**src/rtl/reset_source_pkg.sv**
```systemverilog
// Constants for the reset source controller
package reset_source_pkg;
	// ==========================================================
	// Register bus
	localparam int          ADDR_W         = 8;
	localparam int          DATA_W         = 32;
	localparam logic [7:0]  OFF_BOR_CTRL   = 8'h00;
	localparam logic [7:0]  OFF_CAUSE      = 8'h04;
	localparam logic [7:0]  OFF_PRST0      = 8'h08;
	localparam logic [7:0]  OFF_WDT_LOAD   = 8'h14;
	localparam logic [7:0]  OFF_WDT_CTRL   = 8'h18;
	localparam logic [7:0]  OFF_WDT_VALUE  = 8'h1C;
	localparam logic [7:0]  OFF_WDT_ICR    = 8'h20;
	localparam logic [7:0]  OFF_CORE_RST   = 8'h24;
	localparam logic [7:0]  OFF_OSC_CTRL   = 8'h28;
	// ==========================================================
	// Field positions
	localparam int          BOR_IRQ_EN_BIT = 0;
	localparam int          BOR_RST_EN_BIT = 1;
	localparam int          WDT_EN_BIT     = 0;
	localparam int          WDT_RST_EN_BIT = 1;
	localparam int          SYSREQ_BIT     = 2;
	localparam int          OSC_CHK_BIT    = 0;
	localparam int          CAUSE_EXT      = 0;
	localparam int          CAUSE_POR      = 1;
	localparam int          CAUSE_BOR      = 2;
	localparam int          CAUSE_SW       = 3;
	localparam int          CAUSE_WDT      = 4;
	localparam int          CAUSE_OSC      = 5;
	localparam int          CAUSE_W        = 6;
	// ==========================================================
	// Reset values
	localparam logic [5:0]  CAUSE_POR_VAL  = 6'h02;
	localparam logic [31:0] WDT_LOAD_RST   = 32'hFFFFFFFF;
	localparam logic [2:0]  SYNC_IDLE      = 3'h1;
	// ==========================================================
	// Timing
	localparam int          CLK_PERIOD_NS  = 25;
	localparam int          RELEASE_NS     = 250;
	localparam int          RELEASE_CYC    = (RELEASE_NS + CLK_PERIOD_NS - 1) / CLK_PERIOD_NS;
	localparam int          NUM_PREGS      = 3;
	localparam int          PREG_BITS      = 32;
	typedef enum logic [1:0] {ST_ASSERT, ST_WAIT, ST_RUN} seq_state_type;
endpackage

```
**src/rtl/reset_source_controller.sv**
```systemverilog
// Reset source collection, cause record, release sequencing and watchdog
//
// Behaviour
// Power-on reset resets core, peripherals and debug TAP together.
// External pin resets core and peripherals; TAP only gets pin configuration reset.
// Brown-out, software, watchdog, oscillator resets hit core and peripherals, never TAP.
// Three registers, one bit per peripheral; setting then clearing resets that unit.
// Peripheral software reset drives every reset line of the selected unit.
// Peripheral reset bits follow the clock gating bit assignment.
// Cause record flags each source and stays sticky until software clears it.
// Power-on reset clears all cause flags except the power-on flag.
// Hold reset until power-on detector releases, then start vector fetch.
// Power-on detector resets only at first supply ramp.
// Board holds the reset pin low at least its minimum pulse width.
// Brown-out reset disabled after reset; software may enable it. Only power-on reset clears bor_ctrl; other resets keep its value.
// Brown-out raises an interrupt or a system reset, by configuration.
// Brown-out resets only while its reset enable bit is set.
// Brown-out reset acts like the pin and holds until supply recovers.
// System reset request bit asserts reset, then release and vector fetch.
// Watchdog interrupts on first time-out, resets on second.
// After first time-out the 32-bit counter reloads and counts on.
// Watchdog resets only on zero with interrupt uncleared and reset enabled.
// Software selects the shared pin's interrupt function; GPIO after reset. This controller has no pin function select.
// Checked oscillator failure resets, flags the cause, and requests NMI.
// Reset pin is synchronised before driving internal reset.
// Cause record has one flag per reset source.
`timescale 1ns/1ps
`default_nettype none
module reset_source_controller
	import reset_source_pkg::*;
#(
	parameter int NUM_REGS = reset_source_pkg::NUM_PREGS,
	parameter int REG_BITS = reset_source_pkg::PREG_BITS
) (
	input  wire logic                                 ref_clk_i,
	input  wire logic                                 rst_n_i,
	input  wire logic                                 ext_reset_n_i,
	input  wire logic                                 brownout_detect_i,
	input  wire logic                                 osc_fail_i,
	input  wire logic [reset_source_pkg::ADDR_W-1:0]  addr_i,
	input  wire logic [reset_source_pkg::DATA_W-1:0]  wdata_i,
	input  wire logic                                 wr_i,
	input  wire logic                                 rd_i,
	output logic      [reset_source_pkg::DATA_W-1:0]  rdata_o,
	output logic                                      core_reset_n_o,
	output logic                                      periph_reset_n_o,
	output logic                                      tap_reset_n_o,
	output logic                                      tap_pin_cfg_reset_n_o,
	output logic      [NUM_REGS*REG_BITS-1:0]         unit_reset_n_o,
	output logic                                      boot_fetch_o,
	output logic                                      nmi_request_o,
	output logic                                      brownout_irq_o,
	output logic                                      watchdog_irq_o
);
	import reset_source_pkg::*;

	if (NUM_REGS != 3 || REG_BITS != 32) begin : g_bad_params
		$error("reset_source_controller: address map serves three 32-bit registers only");
	end

	// ==========================================================
	// Pin synchronisers: {osc, brown-out, reset pin}
	logic [2:0] sync1;
	logic [2:0] sync2;
	logic [2:0] sync3;
	logic [2:0] pin_level;

	always_ff @(posedge ref_clk_i or negedge rst_n_i) begin
		if (!rst_n_i) begin
			sync1 <= SYNC_IDLE;
			sync2 <= SYNC_IDLE;
			sync3 <= SYNC_IDLE;
		end else begin
			sync1 <= {osc_fail_i, brownout_detect_i, ext_reset_n_i};
			sync2 <= sync1;
			sync3 <= sync2;
		end
	end

	// A change counts once stages two and three agree
	always_ff @(posedge ref_clk_i or negedge rst_n_i) begin
		if (!rst_n_i) begin
			pin_level <= SYNC_IDLE;
		end else begin
			for (int i = 0; i < 3; i++) begin
				if (sync2[i] == sync3[i]) begin
					pin_level[i] <= sync3[i];
				end
			end
		end
	end

	logic ext_active;
	logic bor_level;
	logic osc_level;
	logic osc_prev;
	assign ext_active = !pin_level[0];
	assign bor_level  = pin_level[1];
	assign osc_level  = pin_level[2];

	// ==========================================================
	// Software registers
	logic [1:0]          bor_ctrl;
	logic                osc_check;
	logic [31:0]         wdt_load;
	logic [1:0]          wdt_ctrl;
	logic [31:0]         wdt_count;
	logic                wdt_flag;
	logic [REG_BITS-1:0] preg [NUM_REGS];
	logic [CAUSE_W-1:0]  cause;
	seq_state_type       state;
	logic                in_reset;
	assign in_reset = (state != ST_RUN);

	function automatic logic hit(input logic [ADDR_W-1:0] a, input logic [7:0] off);
		return a == off;
	endfunction

	logic sw_req;
	logic wdt_zero;
	logic wdt_reset;
	logic osc_event;
	logic bor_reset;
	assign sw_req    = wr_i && hit(addr_i, OFF_CORE_RST) && wdata_i[SYSREQ_BIT];
	assign wdt_zero  = wdt_ctrl[WDT_EN_BIT] && (wdt_count == 32'h00000000);
	assign wdt_reset = wdt_zero && wdt_flag && wdt_ctrl[WDT_RST_EN_BIT];
	assign osc_event = osc_check && osc_level && !osc_prev;
	assign bor_reset = bor_level && bor_ctrl[BOR_RST_EN_BIT];

	// Brown-out control only clears at power-on, else it would disable itself
	always_ff @(posedge ref_clk_i or negedge rst_n_i) begin
		if (!rst_n_i) begin
			bor_ctrl  <= 2'h0;
			osc_check <= 1'b0;
		end else if (wr_i) begin
			if (hit(addr_i, OFF_BOR_CTRL)) begin
				bor_ctrl <= wdata_i[1:0];
			end
			if (hit(addr_i, OFF_OSC_CTRL)) begin
				osc_check <= wdata_i[OSC_CHK_BIT];
			end
		end
	end

	always_ff @(posedge ref_clk_i or negedge rst_n_i) begin
		if (!rst_n_i) begin
			osc_prev <= 1'b0;
		end else begin
			osc_prev <= osc_level;
		end
	end

	// Bit i of register r resets the unit at the same clock-gate position
	always_ff @(posedge ref_clk_i or negedge rst_n_i) begin
		if (!rst_n_i) begin
			for (int r = 0; r < NUM_REGS; r++) begin
				preg[r] <= '0;
			end
		end else if (in_reset) begin
			for (int r = 0; r < NUM_REGS; r++) begin
				preg[r] <= '0;
			end
		end else if (wr_i) begin
			for (int r = 0; r < NUM_REGS; r++) begin
				if (addr_i == OFF_PRST0 + 8'(4 * r)) begin
					preg[r] <= wdata_i;
				end
			end
		end
	end

	// ==========================================================
	// Watchdog
	always_ff @(posedge ref_clk_i or negedge rst_n_i) begin
		if (!rst_n_i) begin
			wdt_load  <= WDT_LOAD_RST;
			wdt_ctrl  <= 2'h0;
			wdt_count <= WDT_LOAD_RST;
		end else if (in_reset) begin
			wdt_ctrl  <= 2'h0;
			wdt_count <= wdt_load;
		end else begin
			if (wr_i && hit(addr_i, OFF_WDT_LOAD)) begin
				wdt_load  <= wdata_i;
				wdt_count <= wdata_i;
			end else if (wdt_zero) begin
				wdt_count <= wdt_load;
			end else if (wdt_ctrl[WDT_EN_BIT]) begin
				wdt_count <= wdt_count - 32'h00000001;
			end
			if (wr_i && hit(addr_i, OFF_WDT_CTRL)) begin
				wdt_ctrl <= wdata_i[1:0];
			end
		end
	end

	// First time-out sets the flag; a time-out beats a same-cycle clear
	always_ff @(posedge ref_clk_i or negedge rst_n_i) begin
		if (!rst_n_i) begin
			wdt_flag <= 1'b0;
		end else if (in_reset) begin
			wdt_flag <= 1'b0;
		end else if (wdt_zero) begin
			wdt_flag <= 1'b1;
		end else if (wr_i && hit(addr_i, OFF_WDT_ICR)) begin
			wdt_flag <= 1'b0;
		end
	end

	// ==========================================================
	// Cause record: zero bits written clear, new events win
	logic [CAUSE_W-1:0] events;
	always_comb begin
		events            = '0;
		events[CAUSE_EXT] = ext_active;
		events[CAUSE_BOR] = bor_reset;
		events[CAUSE_SW]  = sw_req;
		events[CAUSE_WDT] = wdt_reset;
		events[CAUSE_OSC] = osc_event;
	end

	always_ff @(posedge ref_clk_i or negedge rst_n_i) begin
		if (!rst_n_i) begin
			cause <= CAUSE_POR_VAL;
		end else if (wr_i && hit(addr_i, OFF_CAUSE)) begin
			cause <= (cause & wdata_i[CAUSE_W-1:0]) | events;
		end else begin
			cause <= cause | events;
		end
	end

	// ==========================================================
	// Release sequencer
	logic       level_src;
	logic       any_src;
	logic [7:0] hold_cnt;
	logic       osc_pending;
	assign level_src = ext_active || bor_reset;
	assign any_src   = level_src || sw_req || wdt_reset || osc_event;

	always_ff @(posedge ref_clk_i or negedge rst_n_i) begin
		if (!rst_n_i) begin
			state    <= ST_ASSERT;
			hold_cnt <= 8'h00;
		end else begin
			case (state)
				ST_ASSERT: begin
					if (!level_src) begin
						state    <= ST_WAIT;
						hold_cnt <= 8'(RELEASE_CYC);
					end
				end
				ST_WAIT: begin
					// A pulse request in the hold restarts it, so release never hides it
					if (level_src) begin
						state <= ST_ASSERT;
					end else if (any_src) begin
						hold_cnt <= 8'(RELEASE_CYC);
					end else if (hold_cnt == 8'h01) begin
						state <= ST_RUN;
					end else begin
						hold_cnt <= hold_cnt - 8'h01;
					end
				end
				ST_RUN: begin
					if (any_src) begin
						state <= ST_ASSERT;
					end
				end
				default: begin
					state <= ST_ASSERT;
				end
			endcase
		end
	end

	always_ff @(posedge ref_clk_i or negedge rst_n_i) begin
		if (!rst_n_i) begin
			osc_pending <= 1'b0;
		end else if (osc_event) begin
			osc_pending <= 1'b1;
		end else if (state == ST_RUN) begin
			osc_pending <= 1'b0;
		end
	end

	// ==========================================================
	// Registered outputs
	logic next_run;
	assign next_run = (state == ST_WAIT) && !any_src && (hold_cnt == 8'h01);

	always_ff @(posedge ref_clk_i or negedge rst_n_i) begin
		if (!rst_n_i) begin
			core_reset_n_o        <= 1'b0;
			periph_reset_n_o      <= 1'b0;
			tap_reset_n_o         <= 1'b0;
			tap_pin_cfg_reset_n_o <= 1'b0;
			unit_reset_n_o        <= '0;
			boot_fetch_o          <= 1'b0;
			nmi_request_o         <= 1'b0;
			brownout_irq_o        <= 1'b0;
			watchdog_irq_o        <= 1'b0;
		end else begin
			// From the next state, so release and boot fetch share one edge
			core_reset_n_o        <= next_run || (state == ST_RUN && !any_src);
			periph_reset_n_o      <= next_run || (state == ST_RUN && !any_src);
			tap_reset_n_o         <= 1'b1;
			tap_pin_cfg_reset_n_o <= !ext_active;
			for (int r = 0; r < NUM_REGS; r++) begin
				unit_reset_n_o[r*REG_BITS +: REG_BITS] <= ~preg[r];
			end
			boot_fetch_o          <= next_run;
			nmi_request_o         <= next_run && osc_pending;
			brownout_irq_o        <= bor_level && bor_ctrl[BOR_IRQ_EN_BIT]
				&& !bor_ctrl[BOR_RST_EN_BIT];
			watchdog_irq_o        <= wdt_flag;
		end
	end

	// ==========================================================
	// Register read port; data stands only in the following cycle
	always_ff @(posedge ref_clk_i or negedge rst_n_i) begin
		if (!rst_n_i) begin
			rdata_o <= '0;
		end else if (rd_i) begin
			rdata_o <= '0;
			case (addr_i)
				OFF_BOR_CTRL:  rdata_o <= {30'h0, bor_ctrl};
				OFF_CAUSE:     rdata_o <= {26'h0, cause};
				OFF_WDT_LOAD:  rdata_o <= wdt_load;
				OFF_WDT_CTRL:  rdata_o <= {30'h0, wdt_ctrl};
				OFF_WDT_VALUE: rdata_o <= wdt_count;
				OFF_WDT_ICR:   rdata_o <= {31'h0, wdt_flag};
				OFF_OSC_CTRL:  rdata_o <= {31'h0, osc_check};
				default: begin
					for (int r = 0; r < NUM_REGS; r++) begin
						if (addr_i == OFF_PRST0 + 8'(4 * r)) begin
							rdata_o <= preg[r];
						end
					end
				end
			endcase
		end else begin
			rdata_o <= '0;
		end
	end
endmodule
`default_nettype wire

```
**config.mk**
```make
export PLATFORM = sky130hd
export DESIGN_NAME = reset_source_controller
export DESIGN_NICKNAME = d
export VERILOG_FILES = /design/src/rtl/reset_source_pkg.sv /design/src/rtl/reset_source_controller.sv
export SDC_FILE = /design/constraint.sdc
export NUM_CORES = 1
export LEC_CHECK = 0
export BUFFER_PORTS_ARGS = -buffer_cell sky130_fd_sc_hd__buf_2
export CORE_UTILIZATION = 54
export CTS_CLUSTER_SIZE = 28
export DETAILED_ROUTE_END_ITERATION = 16
export GPL_TIMING_DRIVEN = 0
export HOLD_SLACK_MARGIN = 0.02
export PLACE_DENSITY = 0.75
export SETUP_SLACK_MARGIN = 0.15
export SYNTH_ARGS = -nofsm -noshare
export SYNTH_HDL_FRONTEND = slang
export SYNTH_SLANG_ARGS = --single-unit
```
**constraint.sdc**
```tcl
create_clock -name ref_clk_i -period 2.55 [get_ports ref_clk_i]
set_input_delay 0.6375 -clock ref_clk_i [delete_from_list [all_inputs] [get_ports ref_clk_i]]
set_output_delay 0.6375 -clock ref_clk_i [all_outputs]
set_load 0.1 [all_outputs]
```
# Yosys cells after proc, flatten, opt, wreduce, memory -nomap -nowiden

Index checks and enable logic that the tools add are counted.

Input bits: 47
Flip-flop bits (word level): 331
Logic and storage cells: 141

Reductions and logical operators: 47
Bitwise operators: 7
Equal/unequal tests: 23
$add $sub $neg: 2
Mux-type cells: 33

Operators with widths:

| kind                  | count |
|---|---|
| $mux 32               | 11 |
| $pmux 32 s7           | 1 |
| $mux 96               | 2 |
| $not 32->32           | 3 |
| $eq 8x5->1 const B    | 4 |
| $logic_not 32->1      | 1 |
| $mux 8                | 4 |
| $sub 32x1->32 const B | 1 |
| $eq 8x6->1 const B    | 3 |
| $logic_and 1x1->1     | 18 |
| $eq 8x4->1 const B    | 2 |
| $pmux 8 s2            | 1 |
| $mux 2                | 7 |
| $reduce_bool 2->1     | 7 |
| $or 6x6->6            | 2 |
| $reduce_and 2->1      | 6 |
| $eq 8x1->1 const B    | 1 |
| $eq 8x3->1 const B    | 1 |
| $logic_not 8->1       | 1 |
| $ne 2x2->1 const B    | 4 |
| $reduce_and 4->1      | 2 |
| $sub 8x1->8 const B   | 1 |
| $and 6x6->6           | 1 |
| $mux 6                | 1 |
| 13 further kinds      | 27 |

# Logic depth before layout (Yosys ltp)

Gate-level depths: netlist of run 1.

Depth after elaboration: 10
Depth in mapped cells: 11
Gate-level depth less buffers: 8

# Least setup slack after synthesis of run 1

OpenSTA, ideal clock, no wires.

Path kind: input -> register
Start: input addr_i[3] in the netlist's numbering
End: register wdt_count[20]
Path buffers: 3
Slack: 113 ps
Data arrival time: 2355 ps
Stages: 8
Cells stage by stage: clkbuf_1 nor4b_4 and3_1 or3_1 clkbuf_1 clkbuf_1 nor2_1 nor3_1

Cells in the longest elaborated chain, start to end: 4
Elaborated cells between the ends (all ways): 5

RTL lines:

| item                  | line                           | RTL |
|---|---|---|
| start, declared       | reset_source_controller.sv:40  | `input wire logic [reset_source_pkg::ADDR_W-1:0] addr_i,` |
| $eq 8x5->1 (*)        | reset_source_controller.sv:116 | `return a == off;` |
| $logic_and 1x1->1 (*) | reset_source_controller.sv:183 | `if (wr_i && hit(addr_i, OFF_WDT_LOAD)) begin` |
| $mux 32               | reset_source_controller.sv:183 |  |
| $mux 32               | reset_source_controller.sv:179 | `end else if (in_reset) begin` |
| end signal, assigned  | reset_source_controller.sv:181 | `wdt_count <= wdt_load;` |
| end signal, assigned  | reset_source_controller.sv:185 | `wdt_count <= wdata_i;` |
| end signal, assigned  | reset_source_controller.sv:187 | `wdt_count <= wdt_load;` |
| end, declared         | reset_source_controller.sv:107 | `logic [31:0] wdt_count;` |

Every way passes the cells marked *; elsewhere a longest branch is shown, timed or not.
A chain may end at the register's enable or synchronous reset.

# Final worst setup path of run 1

Start: register wdt_count[1]
End: register wdt_count[27]

Cells in the longest elaborated chain, start to end: 5
Elaborated cells between the ends (all ways): 8

RTL lines:

| item                                              | line                                                           | RTL |
|---|---|---|
| $sub 32x1->32 or $logic_not 32->1 (tied branches) | reset_source_controller.sv:189, reset_source_controller.sv:125 |  |
| $mux 32 or $logic_and 1x1->1 (tied branches)      | reset_source_controller.sv:188, reset_source_controller.sv:125 |  |
| $mux 32                                           | reset_source_controller.sv:186                                 | `end else if (wdt_zero) begin` |
| $mux 32                                           | reset_source_controller.sv:183                                 |  |
| $mux 32                                           | reset_source_controller.sv:179                                 |  |

Several ways; a longest one is shown, not always the timed one. The select of a mux whose other input is x is not followed.

==> flow_summary.json, run 1 <==
{
  "outcome": "finished clean",
  "crit_fanout": 5,
  "antenna_left": 0,
  "grt_pass1_vias": 11920,
  "fin_area_mm2": 0.01745,
  "antenna_found_initial": 4,
  "initial_core_util_pct": 55.39,
  "fin_nets": 1733,
  "path_class": "flip-flop to flip-flop",
  "placeableCoreArea_mm2": 0.02540,
  "whs_ns": 0.2266,
  "grt_start_max_net_pins": 130,
  "p_per_area_mw_per_mm2": 629.3,
  "finalCriticalPeriod_ns": 2.491,
  "io_pins": 183,
  "setup_ws_ns": 0.05879,
  "worstSetupStartpointType": "flip-flop",
  "worstPathArrival_ns": 2.92,
  "clockPowerShare_pct": 47.6,
  "power.switching_mw": 2.381,
  "drc": 0,
  "netlist_instances": 1416,
  "core.rowCount": 58,
  "avgViaCountPerCell": 6.082,
  "cts_tree": "done",
  "dr.pass1.iters": 8,
  "finClkSkew_ns": 0.01383,
  "syn-cell-area_mm2": 0.01407,
  "cp.required_ns": 2.98,
  "gp_congestion": 0.9232,
  "drt_wl_total_mm": 43.00,
  "rsz0062_at_grt": "yes",
  "die_area_mm2": 0.02670,
  "hold_viol_final": 0,
  "synth_edf_count": 0,
  "finalSetupViolCount": 0,
  "worstMarginPinSlew_ns": 0.8255,
  "synth_flop_cell": "dfrtp_1",
  "synth_seq_area_share_pct": 59.49,
  "cts_sinks": 331,
  "p_int_mw": 8.597,
  "yosys_warnings": 0,
  "finalCritPeriodShare_pct": 97.69,
  "dpl-instance-area_mm2": 0.01546,
  "wl_per_cell_um": 21.08,
  "clock_path_buffers": 3,
  "drv_cap": 0,
  "fin_util_pct": 68.68,
  "numCtsBuffers": 35,
  "die_h_um": 163.4,
  "grt-ovfl-total": 0,
  "synth_seq_cells": 331,
  "drive_above_1_share_pct": 26.65,
  "areaGrowthSynthToFinish_pct": 24.00,
  "portBuffers": 176,
  "num_vias": 12410,
  "dpl.hpwl_mm": 27.92,
  "ys_async_sr_fraction_pct": 100.0,
  "pwr-share-comb_pct": 3.8,
  "ctsHtreeMaxLevel": 2,
  "slew_headroom_pct": 44.97,
  "grt_pass1_wl_mm": 65.07,
  "path_clk_slew_ns": 0.06,
  "max_freq_mhz": 401.4,
  "die_w_um": 163.4,
  "swShare_pct": 21.69,
  "grt.total_usage_pct": 31.94,
  "worstHoldPathType": "input pin to flip-flop",
  "insertion_delay_ns": 0.52,
  "ys_types": 80,
  "drt_iter0_drc": 1805,
  "drv_slew": 0,
  "post-place-ws_ns": -0.6705,
  "fillCellCount": 1937,
  "syn-num-nets": 1467,
  "syn_area_per_cell_um2": 9.935,
  "power.static_leakage_nw": 7.059,
  "clock-root-buffer": "clkbuf_16",
  "endpoint_kind": "flip-flop",
  "vdd_drop_max_mv": 0.4614,
  "p_seq_share_pct": 48.6
}
cell usage after synthesis, types with 8 or more instances:
cell type / number / area (µm²)
nor3_1: 29 / 145.1
buf_2: 11 / 55.05
a211oi_1: 9 / 67.56
o22ai_1: 25 / 156.4
mux2i_1: 8 / 80.08
a31oi_1: 10 / 62.56
o221ai_1: 9 / 78.83
nor4_1: 10 / 62.56
clkbuf_1: 72 / 270.3
nor2_1: 44 / 165.2
nand2_1: 347 / 1303
dfrtp_1: 262 / 6556
nand3_1: 21 / 105.1
a222oi_1: 30 / 300.3
or3_1: 10 / 62.56
dfstp_2: 69 / 1813
o21ai_0: 29 / 145.1
nand3b_1: 8 / 60.06
a21oi_1: 139 / 695.7
a22oi_1: 31 / 232.7
inv_1: 106 / 397.9
state kept, by name, indices dropped and copies added (netlist names), 2 cells and up:
register / count
preg: 96
wdt_load: 32
wdt_count: 32
sync1: 3
sync2: 3
pin_level: 3
hold_cnt: 8
state: 2
bor_ctrl: 2
rdata_o: 32
cause: 6
sync3: 3
unit_reset_n_o: 96
wdt_ctrl: 2
cells by family (layout without fill, tap and decap cells):
logic type	count (synthesis)	count (layout)	share of synthesized area, %
multiplexers	13	13	1.049
buffers and inverters	198	489	5.736
AO/OA/AOI/OAI	328	328	15.37
AND/OR/NAND/NOR	526	526	17.01
other	1	4	0.02666
flip-flops	331	331	59.49
adder cells (fa/ha/maj)	7	7	0.5692
XOR/XNOR	12	12	0.7471
area by class of cell:
type                            instances  area (µm²)  share of cell area [%]
Antenna cell                            3       7.507                 0.04303
Buffer                                 89       456.7                   2.618
Tap cell                              330       412.9                   2.367
Timing Repair Buffer                  231        1424                   8.162
Multi-Input combinational cell        887        5181                   29.70
Sequential cell                       331        8369                   47.97
Clock inverter                         11       131.4                  0.7531
Clock buffer                           51        1059                   6.068
Inverter                              107       404.1                   2.317
through the flow:
step	TNS [ns]	cells	power [mW]
detailed placement	-65.33	1925	5.830
floorplan	0	1416	5.576
global placement	-1636.95	1922	5.802
finish	0	2040	10.98
CTS	0	2006	11.04
global route	-0.03110	2038	11.27
worst max-delay path: stages (launching register included):
cell and delay (ns):
dfstp_2 0.39, inv_2 0.09, ha_4 0.14, nor4bb_4 0.28, nand3_4 0.15, or3_4 0.41, buf_8 0.14, o21ai_4 0.17
buf_6 0.16, buf_6 0.14, buf_4 0.12, a2111oi_4 0.06, nor3_2 0.17
cells in the final DEF, fill, tap and decap left out, types with 6 or more instances in the layout:
master / count
a22oi_1: 31
nor3_1: 21
dfrtp_1: 262
nor2_1: 42
nand4_1: 7
o21ai_0: 26
nor4_4: 6
xnor2_1: 6
buf_2: 186
buf_4: 48
or3_1: 9
clkbuf_16: 38
xor2_1: 6
clkbuf_2: 25
clkinv_2: 6
a221oi_1: 7
a21oi_1: 138
nor3b_1: 6
nor4_1: 8
o22ai_1: 25
inv_1: 104
nor2b_1: 7
clkbuf_1: 50
dfstp_2: 69
clkbuf_8: 8
nor3_2: 9
nand2_1: 346
mux2i_1: 8
o221ai_1: 9
a31oi_1: 9
a222oi_1: 30
nand3_1: 20
nand3b_1: 8
a211oi_1: 7
metal layers:
metal / global-route usage [%] / vias to the layer above / wire length [µm] / share of wire [%]
met1: 43.48 / 6083 / 16700 / 39
met2: 49.46 / 770 / 19770 / 46
met4: 14.02 / 4 / 1753 / 4.1
met5: 0 / - / 23 / 0.053
li1: - / 5404 / - / -
met3: 6.729 / 147 / 4750 / 11
timing repair:
| item | 4_1_cts | 5_1_grt |
|---|---|---|
| cloned | 2 | 1 |
| endpoints found under the setup margin | 190 | 89 |
| pin swaps | 10 | 22 |
| hold buffers | 1 | 0 |
| buffers inserted | 16 | 33 |
| hold endpoints to repair | 23 | 0 |
| resized for setup | 38 | 62 |
power by group through the flow:
stage	sequential [mW]	clock, mW	combinational, mW
after detailed placement	5.42	0	0.407
after global placement	5.42	0	0.381
after global routing	5.33	5.47	0.467
after floorplan	5.44	0	0.137
final	5.33	5.22	0.422
after CTS	5.33	5.29	0.417
worst paths after layout:
check / cells after the start / slack (ns) / start / to
max reg2reg: 12 / 0.06 / wdt_count[1] / wdt_count[27]
max in group asynchronous: 4 / 0.85 / rst_n_i / sync1[0]
min reg2reg: 0 / 0.36 / sync1[2] / sync2[2]
min: 1 / 0.23 / ext_reset_n_i / sync1[0]
min in group asynchronous: 2 / 0.59 / rst_n_i / preg[9]
max: 12 / 0.06 / wdt_count[1] / wdt_count[27]
Note: power is estimated with default switching activity, not from simulation.
==> inputs of run 2 (changes only) <==
CORE_ASPECT_RATIO = 0.6   (was unset)
==> run 2 against run 1 <==
  * Cell count up 0.25%
  * Utilization down 1.0 points
  * Critical path depth down 3
  * Register-to-register slack about the same
  * Critical path type unchanged
==> flow_summary.json, run 2 (synthesis results as in run 1) <==
{
  "outcome": "finished clean",
  "grt_start_max_net_pins": 125,
  "grt_pass1_vias": 11640,
  "cp_top_family": "simple AND/OR/NAND/NOR gates",
  "vdd_drop_max_mv": 0.5559,
  "worstSetupStartpointType": "flip-flop",
  "die_w_um": 210.4,
  "slew_headroom_pct": 43.83,
  "die_area_mm2": 0.02672,
  "endpoint_kind": "flip-flop",
  "p_per_area_mw_per_mm2": 601.5,
  "crit_fanout": 7,
  "insertion_delay_ns": 0.58,
  "crit_path_cell_trace": "inv_2 -> ha_4 -> nor4bb_4 -> nand3_2 -> buf_4 -> nor3_1 -> nor3_4 -> a221oi_1 -> nor2_1",
  "reg2reg_slack_ns": 0.04,
  "finalCriticalPeriod_ns": 2.506,
  "final_cells": 2045,
  "grt_pass1_wl_mm": 68.10,
  "final.setup.tns_ns": 0,
  "io_pins": 183,
  "numCtsBuffers": 30,
  "postCtsHoldBufs": 0,
  "slowest_delay_ns": 0.53,
  "reg_top3": "preg: 96 flops, unit_reset_n_o: 96 flops",
  "finalCritPeriodShare_pct": 98.27,
  "finalSetupViolCount": 0,
  "avgViaCountPerCell": 6.100,
  "antenna_left": 0,
  "finClkSkew_ns": 0.01347,
  "num_vias": 12470,
  "worstHoldPathType": "input pin to asynchronous set/reset pin",
  "hold_viol_final": 0,
  "worstPathArrival_ns": 3.00,
  "swShare_pct": 22.88,
  "power.switching_mw": 2.370,
  "core.rowCount": 45,
  "p_int_mw": 7.987,
  "die_h_um": 127.0,
  "drive_above_1_share_pct": 26.61,
  "r2r_cells": 9,
  "clockPowerShare_pct": 44.4,
  "max_freq_mhz": 399.0,
  "rsz0062_at_grt": "yes",
  "areaGrowthSynthToFinish_pct": 22.40,
  "drt_wl_total_mm": 44.96,
  "dpl.hpwl_mm": 30.13,
  "power.static_leakage_nw": 6.920,
  "drt_iter0_drc": 1944,
  "post-place-cells": 1946,
  "worstMarginPinSlew_ns": 0.8425,
  "path_clk_slew_ns": 0.07,
  "grt.total_usage_pct": 33.53,
  "drv_slew": 0,
  "critical_path_buf_inv_count": 2,
  "gp_congestion": 1.006,
  "dr.pass1.iters": 10,
  "grt-ovfl-total": 0,
  "wl_per_cell_um": 21.99,
  "slowest_stage": "nor3_1",
  "cp_num_cells": 9,
  "drc": 0,
  "ctsHtreeMaxLevel": 1,
  "placeableCoreArea_mm2": 0.02545,
  "p_seq_share_pct": 51.5,
  "fin_nets": 1719,
  "initial_core_util_pct": 55.28,
  "pwr-share-comb_pct": 4.1,
  "path_class": "flip-flop to flip-flop",
  "cp.required_ns": 3.04,
  "clock-root-buffer": "clkbuf_16",
  "portBuffers": 176,
  "cts_tree": "done",
  "clock_path_buffers": 3,
  "antenna_found_initial": 2,
  "mostFrequentLayoutCell": "nand2_1",
  "drv_cap": 0,
  "cts_sinks": 331,
  "layout_common_cells": "nand2_1 (342), dfrtp_1 (262), buf_2 (185)",
  "whs_ns": 0.07024
}
==> run 2: cell type report <==
| cell class | count | area, µm² |
|---|---|---|
| Sequential cell | 331 | 8369 |
| Clock buffer | 41 | 863.3 |
| Multi-Input combinational cell | 887 | 5166 |
| Buffer | 89 | 460.4 |
| Fill cell | 1984 | 8229 |
| Timing Repair Buffer | 222 | 1375 |
| Antenna cell | 2 | 5.005 |
| Tap cell | 352 | 440.4 |
| Clock inverter | 14 | 136.4 |
| Inverter | 107 | 404.1 |
==> run 2: per-layer routing <==
layer,track usage (%),wire length [µm]
met1,51.33,19210
met2,47.06,18810
met3,8.260,5606
met4,10.23,1331
met5,0,0
==> run 2: path summary, 6_finish.rpt <==
kind	from	end
worst max-delay path	wdt_count[0]	wdt_count[19]
worst min-delay path	rst_n_i	unit_reset_n_o[38]
worst max register to register	wdt_count[0]	wdt_count[19]
worst min register to register	sync1[1]	sync2[1]
max in group asynchronous	rst_n_i	unit_reset_n_o[86]
min in group ref_clk_i	ext_reset_n_i	sync1[0]
==> run 2: timing repair <==
item,in CTS,in global routing
setup buffers,24,18
resized for setup,33,78
cloned,1,1
endpoints found under the setup margin,191,190
pin swaps,14,18
==> run 2: stage by stage <==
| step | power [mW] | util (%) | setup slack (ns) | area (µm²) |
|---|---|---|---|---|
| 2_1_floorplan | 5.576 | - | 0.1622 | 14070 |
| 3_3_place_gp | 5.813 | 60.50 | -5.254 | 15400 |
| 3_5_place_dp | 5.834 | 60.75 | -0.7275 | 15460 |
| 4_1_cts | 10.39 | 66.09 | 0.08028 | 16820 |
| 5_1_grt | 10.66 | 67.66 | -0.03255 | 17220 |
| 6_report | 10.36 | 67.66 | 0.04404 | 17220 |
==> run 2: power groups by stage <==
stage,combinational [mW],clock (mW),sequential (mW)
after CTS,0.417,4.64,5.33
after detailed placement,0.409,0,5.42
after floorplan,0.137,0,5.44
final,0.426,4.60,5.33
after global placement,0.390,0,5.42
after global routing,0.466,4.86,5.33
